**src/rtl/float_test_pkg.sv**
```systemverilog
package float_test_pkg;
    // opcode 170500 (octal) with the specifier field masked off
    localparam logic [15:0] OPCODE_MASK = 16'hFFC0;
    localparam logic [15:0] OPCODE_MATCH = 16'hF140;
    localparam int SPEC_W = 6;
    localparam int OPERAND_W = 64;
    // sign and exponent sit in the first word in both precisions
    localparam int SIGN_POS = 63;
    localparam int EXP_HI = 62;
    localparam int EXP_LO = 55;
    localparam int EXP_W = 8;
    localparam logic [EXP_W-1:0] EXP_ZERO = 8'h00;
    localparam logic FLAG_RESET = 1'b0;
    localparam logic [SPEC_W-1:0] SPEC_RESET = 6'h00;

    typedef enum logic [1:0] {
        ST_IDLE = 2'b00,
        ST_FETCH = 2'b01,
        ST_EXEC = 2'b10
    } test_state_t;
endpackage

```
**src/rtl/float_operand_classify.sv**
```systemverilog
module float_operand_classify (
    // operand in memory word order, first word in the top bits
    input wire logic [float_test_pkg::OPERAND_W-1:0] operand,
    // classification
    output logic is_zero,
    output logic is_negative,
    output logic is_minus_zero
);
    logic sign;
    logic [float_test_pkg::EXP_W-1:0] exponent;

    always_comb begin
        sign = operand[float_test_pkg::SIGN_POS];
        exponent = operand[float_test_pkg::EXP_HI:float_test_pkg::EXP_LO];
        // a zero exponent means zero whatever the fraction holds
        is_zero = (exponent == float_test_pkg::EXP_ZERO);
        is_negative = sign && (exponent != float_test_pkg::EXP_ZERO);
        is_minus_zero = sign && (exponent == float_test_pkg::EXP_ZERO);
    end
endmodule

```
**src/rtl/float_test_condition_codes.sv**
```systemverilog
module float_test_condition_codes (
    // clock and reset
    input wire logic clock,
    input wire logic rst_n,
    // instruction from the decoder
    input wire logic instr_valid,
    input wire logic [15:0] instr_word,
    input wire logic double_mode,
    // floating status control
    input wire logic undefined_variable_trap_enable,
    // operand fetch
    output logic operand_req,
    output logic [float_test_pkg::SPEC_W-1:0] float_destination_operand,
    output logic operand_double,
    input wire logic operand_valid,
    input wire logic [float_test_pkg::OPERAND_W-1:0] operand_data,
    // condition flags
    output logic float_carry_flag,
    output logic float_overflow_flag,
    output logic float_zero_flag,
    output logic float_negative_flag,
    // events and status
    output logic cc_update,
    output logic float_trap,
    output logic overflow_trap,
    output logic underflow_trap,
    output logic done,
    output logic busy
);
    float_test_pkg::test_state_t state;
    float_test_pkg::test_state_t next_state;
    logic next_operand_req;
    logic [float_test_pkg::SPEC_W-1:0] next_spec;
    logic next_operand_double;
    logic next_carry;
    logic next_overflow;
    logic next_zero;
    logic next_negative;
    logic next_cc_update;
    logic next_float_trap;
    logic next_done;
    logic next_busy;
    logic zero_seen;
    logic next_zero_seen;
    logic negative_seen;
    logic next_negative_seen;
    logic is_zero;
    logic is_negative;
    logic is_minus_zero;
    logic instr_match;

    float_operand_classify u_classify (
        .operand(operand_data),
        .is_zero(is_zero),
        .is_negative(is_negative),
        .is_minus_zero(is_minus_zero)
    );

    assign instr_match = ((instr_word & float_test_pkg::OPCODE_MASK)
                          == float_test_pkg::OPCODE_MATCH);

    always_comb begin
        next_state = state;
        next_operand_req = operand_req;
        next_spec = float_destination_operand;
        next_operand_double = operand_double;
        next_carry = float_carry_flag;
        next_overflow = float_overflow_flag;
        next_zero = float_zero_flag;
        next_negative = float_negative_flag;
        next_cc_update = 1'b0;
        next_float_trap = 1'b0;
        next_done = 1'b0;
        next_zero_seen = zero_seen;
        next_negative_seen = negative_seen;
        unique case (state)
            float_test_pkg::ST_IDLE: begin
                // other opcodes belong to other units and are ignored
                if (instr_valid && instr_match) begin
                    next_spec =
                        instr_word[float_test_pkg::SPEC_W-1:0];
                    next_operand_double = double_mode;
                    next_operand_req = 1'b1;
                    next_state = float_test_pkg::ST_FETCH;
                end
            end
            float_test_pkg::ST_FETCH: begin
                if (operand_valid) begin
                    next_operand_req = 1'b0;
                    // the check comes first so a trapped test touches no flag
                    if (undefined_variable_trap_enable && is_minus_zero) begin
                        next_float_trap = 1'b1;
                        next_state = float_test_pkg::ST_IDLE;
                    end else begin
                        next_zero_seen = is_zero;
                        next_negative_seen = is_negative;
                        next_state = float_test_pkg::ST_EXEC;
                    end
                end
            end
            float_test_pkg::ST_EXEC: begin
                next_carry = 1'b0;
                next_overflow = 1'b0;
                next_zero = zero_seen;
                next_negative = negative_seen;
                next_cc_update = 1'b1;
                next_done = 1'b1;
                next_state = float_test_pkg::ST_IDLE;
            end
            default: begin
                next_operand_req = 1'b0;
                next_state = float_test_pkg::ST_IDLE;
            end
        endcase
        next_busy = (next_state != float_test_pkg::ST_IDLE);
    end

    always_ff @(posedge clock) begin
        if (!rst_n) begin
            state <= float_test_pkg::ST_IDLE;
            operand_req <= 1'b0;
            float_destination_operand <= float_test_pkg::SPEC_RESET;
            operand_double <= 1'b0;
            float_carry_flag <= float_test_pkg::FLAG_RESET;
            float_overflow_flag <= float_test_pkg::FLAG_RESET;
            float_zero_flag <= float_test_pkg::FLAG_RESET;
            float_negative_flag <= float_test_pkg::FLAG_RESET;
            cc_update <= 1'b0;
            float_trap <= 1'b0;
            done <= 1'b0;
            busy <= 1'b0;
            zero_seen <= 1'b0;
            negative_seen <= 1'b0;
        end else begin
            state <= next_state;
            operand_req <= next_operand_req;
            float_destination_operand <= next_spec;
            operand_double <= next_operand_double;
            float_carry_flag <= next_carry;
            float_overflow_flag <= next_overflow;
            float_zero_flag <= next_zero;
            float_negative_flag <= next_negative;
            cc_update <= next_cc_update;
            float_trap <= next_float_trap;
            done <= next_done;
            busy <= next_busy;
            zero_seen <= next_zero_seen;
            negative_seen <= next_negative_seen;
        end
    end

    // no arithmetic is done, so these traps stay quiet by construction
    always_ff @(posedge clock) begin
        overflow_trap <= 1'b0;
        underflow_trap <= 1'b0;
    end

    logic mz_trap_case;
    logic test_case;
    assign mz_trap_case = (state == float_test_pkg::ST_FETCH) && operand_valid
                          && undefined_variable_trap_enable && is_minus_zero;
    assign test_case = (state == float_test_pkg::ST_FETCH) && operand_valid
                       && !(undefined_variable_trap_enable && is_minus_zero);
endmodule

```
**config.mk**
```make
export PLATFORM = sky130hd
export DESIGN_NAME = float_test_condition_codes
export DESIGN_NICKNAME = d
export VERILOG_FILES = /design/src/rtl/float_test_pkg.sv /design/src/rtl/float_operand_classify.sv /design/src/rtl/float_test_condition_codes.sv
export SDC_FILE = /design/constraint.sdc
export NUM_CORES = 1
export LEC_CHECK = 0
export CAP_MARGIN = 5
export CORE_MARGIN = 4
export CORE_UTILIZATION = 50
export CTS_CLUSTER_DIAMETER = 50
export DETAILED_ROUTE_END_ITERATION = 10
export DONT_BUFFER_PORTS = 1
export PLACE_DENSITY = 0.76
export SYNTH_ARGS = -nofsm -noshare
export SYNTH_HDL_FRONTEND = slang
export SYNTH_HIERARCHICAL = 1
export SYNTH_SLANG_ARGS = --single-unit
```
**constraint.sdc**
```tcl
create_clock -name clock -period 2.5 [get_ports clock]
set_input_delay 0.75 -clock clock [delete_from_list [all_inputs] [get_ports clock]]
set_output_delay 0.75 -clock clock [all_outputs]
set_load 0.005 [all_outputs]
```
-- After elaboration in Yosys (flattened, before gate mapping)
Cells that the tools add are included.
- input bits: 86
- bits in latches: 0
- ROM bits: 0
- memories: 0
- output and inout bits: 18
- word-level logic and storage cells: 39
- bits in registers: 17
- RAM bits: 0
- $lt $le $gt $ge: 0
- multiplexer cells: 9
- div/mod/pow operators: 0
- $add $sub $neg: 0
- bitwise operators: 2
- reductions and logical operators: 12
- shifts and indexed selects: 0
- eq/ne operators: 5
- multiply operators: 0
- operator list (kind ; count):
    == test 10 bit (second input constant) ; 1
    AND reduction 3 bit ; 3
    zero test 8 bit ; 1
    nonzero test 8 bit ; 1
    two-way mux 2 bit ; 3
    logical AND 1 bit ; 4
    two-way mux 1 bit ; 4
    inequality test 2 bit (second input constant) ; 2
    case mux 2 bit (2 select lines) ; 1
    case mux 1 bit (3 select lines) ; 1
    == test 2 x 1 -> 1 bit (second input constant) ; 1
    == test 2 bit (second input constant) ; 1
    zero test 2 bit ; 1
    inverter 1 bit ; 2
    AND reduction 2 bit ; 1
    nonzero test 2 bit ; 1

-- Logic depth before layout (Yosys ltp)
- depth in word-level cells: 7
- mapped depth: 5
- gate-level depth less buffers: 5

-- By module
The synthesis kept the hierarchy.
- by module, submodules not included (module ; cells an instance ; times used ; area each (µm²) ; sequential area each (µm²)):
    float_test_condition_codes ; 78 ; 1 ; 725.7 ; 340.3
    float_operand_classify ; 6 ; 1 ; 47.5 ; 0.0

-- Worst setup path before layout
OpenSTA, ideal clock, no wires.
- kind: in2reg
- start point: in operand_data[62] (netlist name)
- end point: reg busy
- library setup time: 122 ps
- path buffers: 0
- data arrival time: 1935 ps
- stages: 5
- data required time: 2378 ps
- setup slack: 443 ps
- path through: or4_4 > nor3_2 > and2_1 > nor2_1 > o31a_2
- longest elaborated chain between the ends: 7
- ends and longest elaborated chain (item ; RTL line ; text):
    from (decl) ; float_test_condition_codes.sv:16 ; input wire logic [float_test_pkg::OPERAND_W-1:0] operand_data,
    zero test 8 bit ; float_operand_classify.sv:18 ; is_minus_zero = sign && (exponent == float_test_pkg::EXP_ZERO);
    logical AND 1 bit ; float_operand_classify.sv:18 ;
    net is_minus_zero ; float_test_condition_codes.sv:49 ; logic is_minus_zero;
    logical AND 1 bit ; -- ;
    two-way mux 2 bit ; float_test_condition_codes.sv:91 ; if (undefined_variable_trap_enable && is_minus_zero) begin
    two-way mux 2 bit ; float_test_condition_codes.sv:88 ; if (operand_valid) begin
    case mux 2 bit (2 select lines) ; float_test_condition_codes.sv:76 ; unique case (state)
    nonzero test 2 bit ; float_test_condition_codes.sv:115 ; next_busy = (next_state != float_test_pkg::ST_IDLE);
    to (signal assigned) ; float_test_condition_codes.sv:146 ; busy <= next_busy;
    to (decl) ; float_test_condition_codes.sv:28 ; output logic busy
The timed path passes the listed nets, and every way through them passes these cells.
A chain may end at the register's enable or synchronous reset.

-- Worst setup path after layout
Ends and elaborated chain as after synthesis.

==> flow_summary.toml <==
[pwr]
p_leak_nw = 0.291
p_per_area_nw_per_um2 = 541
peakVddDrop_uv = 286

[setup_path]
cp_slowest_stage_delay_ns = 0.53
critPathCaptureType = "register"
cp_slowest_cell = "or4_4"
timing.rr.start = "state[1]$_SDFF_PN0_"
critPathLaunchType = "input pin"
crit_chain = "or4_4, nor3_2, and2_1, nor2_1, o31a_2"
criticalPathCategory = "in -> reg"
rr_worst_depth = 4
cp_max_fo = 4
critPathArrivalTime_ns = 2.00
rr_endpoint = "float_destination_operand[5]$_SDFFE_PN0P_"
r2r_setup_slack_ns = 0.83
worstPathRequired_ns = 2.68

[placement]
dpl.hpwl_mm = 1.12
portBuffers = 0
gp_congestion = 0.639
post-place-ws_ns = 0.373
dp_cells = 95

[floorplan]
io_pins = 104
die_w_um = 47.3
floorplan.rows = 13
die_h_um = 47.3
dieArea_um2 = 2240
initial_core_util_pct = 55.9
core_um2 = 1380

[logic_synthesis]
ys_seq_area_share_pct = 44.0
ys_types = 27
synth_area_um2 = 773
synthCells = 84
ys_ff_latch = 17
syn_area_per_cell_um2 = 9.21
yosys_warnings = 6

[routing]
ant_nets = 0
num_vias = 539
drt_first_pass_iters = 4
routedWlPerCell_um = 14.1
drc_errors = 0
wirelength_mm = 1.40
via_per_inst = 5.44
drtIter0Drc = 3

[global_routing]
grt_remaining_overflow = 0
grt_pass1_wl_mm = 2.17
grt_max_degree = 19
grt_pass1_vias = 518
grt_use_total_pct = 14.0
antenna_found_initial = 0

[clocking]
cts_root_buf = "clkbuf_4"
holdBufCountCts = 0
cts-htree-levels = 1
cts_tree = "done"
clock-sinks = 17
cts_setup_buffers = 0
cts_resized = 0
clock_path_buffers = 2
clkSlewWorstSetupHoldPaths_ns = 0.10
cts_made_buffers = 3
insertion_delay_ns = 0.28

[sta]
finalSetupTns_ns = 0
post-route-period-util_pct = 72.7
final_hold_viol_count = 0
setup_viol = 0
fmax_ghz = 0.550
rsz0062_at_grt = "false"
setup_ws_ns = 0.683
finalCriticalPeriod_ns = 1.82
clock_skew_ns = 0.00495
slew_viol_final = 0

[layout]
seq_area_um2 = 340
layout_commonest_cell = "dfxtp_1"
area_growth_pct = 1.13
fillCellCount = 137
fin_nets = 171
mostFrequentLayoutCells = "dfxtp_1, nand2_1, mux2i_1"
num_antenna_cells = 0
drive_gt1_share_pct = 13.1
fin_cells = 99
multiInputGateArea_um2 = 380

[min_path]
holdPathStages = 2
hold_end = "float_destination_operand[1]$_SDFFE_PN0P_"
min-delay-start = "float_destination_operand[1]$_SDFFE_PN0P_"
hp-class = "reg -> reg"

[job]
drv_cap = 0

[status]
status = "completed"
-- through the flow --
| stage | hold WS (ns) | total power, mW | utilization, % | area [um2] |
|---|---|---|---|---|
| after floorplan | 0.451 | 0.296 | - | 785 |
| after detailed placement | 0.470 | 0.289 | 54.6 | 754 |
| after global placement | 0.465 | 0.289 | 54.6 | 754 |
| after global routing | 0.522 | 0.447 | 56.6 | 782 |
| after CTS | 0.489 | 0.433 | 56.6 | 782 |
| final | 0.485 | 0.423 | 56.6 | 782 |
-- cell type report --
cell class | count | area share (%)
Timing Repair Buffer | 1 | 0.960
Clock inverter | 1 | 0.640
Multi-Input combinational cell | 60 | 48.6
Inverter | 2 | 0.960
Sequential cell | 17 | 43.5
Clock buffer | 3 | 2.88
Tap cell | 15 | 2.40
-- Yosys cell counts --
cell type | instances | area share, %
nand3b_1 | 1 | 0.97
a21oi_1 | 2 | 1.3
nor2_1 | 5 | 2.4
or4b_1 | 1 | 1.3
conb_1 | 1 | 0.48
mux2i_1 | 9 | 12
or4bb_1 | 1 | 1.5
buf_6 | 1 | 1.5
nor3_1 | 2 | 1.3
nand2_1 | 15 | 7.3
nor4_2 | 1 | 1.6
nor3b_1 | 1 | 0.97
dfxtp_1 | 17 | 44
nand3_1 | 3 | 1.9
or2b_1 | 1 | 0.97
and3b_2 | 1 | 1.3
buf_4 | 5 | 4.9
nor3_2 | 1 | 1.3
o21ai_0 | 3 | 1.9
o21a_1 | 3 | 2.9
o31a_2 | 1 | 1.3
and2_0 | 1 | 0.81
nand2b_1 | 1 | 0.81
inv_1 | 2 | 0.97
or4_4 | 2 | 2.9
and2_1 | 1 | 0.81
clkbuf_1 | 2 | 0.97
-- worst max-delay path: cells and delay by family --
kind	cells	cell delay, ns
AND/OR/NAND/NOR	4	0.97
AO/OA/AOI/OAI	1	0.27
-- cell families (layout without fill, tap and decap cells) --
kind of cell,after synthesis,in the layout,share of synthesized area (%)
flip-flops,17,17,44.0
multiplexers,9,9,11.7
AND/OR/NAND/NOR,38,38,28.2
AO/OA/AOI/OAI,9,9,7.44
buffers and inverters,10,7,8.25
other,1,4,0.485
-- worst max-delay path by stage --
| stage | endpoint | from | cells past startpoint | slack, ns |
|---|---|---|---|---|
| after floorplan | busy$_SDFF_PN0_ | operand_data[62] | 5 | 0.44 |
| after global placement | busy$_SDFF_PN0_ | operand_data[62] | 5 | 0.37 |
| after detailed placement | busy$_SDFF_PN0_ | operand_data[62] | 5 | 0.37 |
| after CTS | busy$_SDFF_PN0_ | operand_data[62] | 5 | 0.69 |
| after global routing | busy$_SDFF_PN0_ | operand_data[62] | 5 | 0.65 |
| final | busy$_SDFF_PN0_ | operand_data[62] | 5 | 0.68 |
-- per-layer routing --
layer / up-vias / part of all wire (%) / global-route usage, %
met1: 230 / 36 / 15.4
met5: - / 0 / 0
met2: 28 / 49 / 22.2
met3: 2 / 14 / 6.13
li1: 279 / - / -
met4: 0 / 0.64 / 8.29
-- where the power goes --
group	internal (mW)	switching (mW)	leakage, nW	total (mW)
Combinational	0.00575	0.00676	0.137	0.0125
Clock	0.0593	0.0809	0.0177	0.140
Sequential	0.271	0.0000554	0.137	0.271
Total	0.336	0.0877	0.291	0.423
-- state kept, by name (all words and copies together), names as in the netlist --
name                       count
operand_req                    1
negative_seen                  1
operand_double                 1
busy                           1
float_destination_operand      6
zero_seen                      1
float_negative_flag            1
done                           1
float_trap                     1
state                          2
float_zero_flag                1
Power figures use the tool's default switching activity.
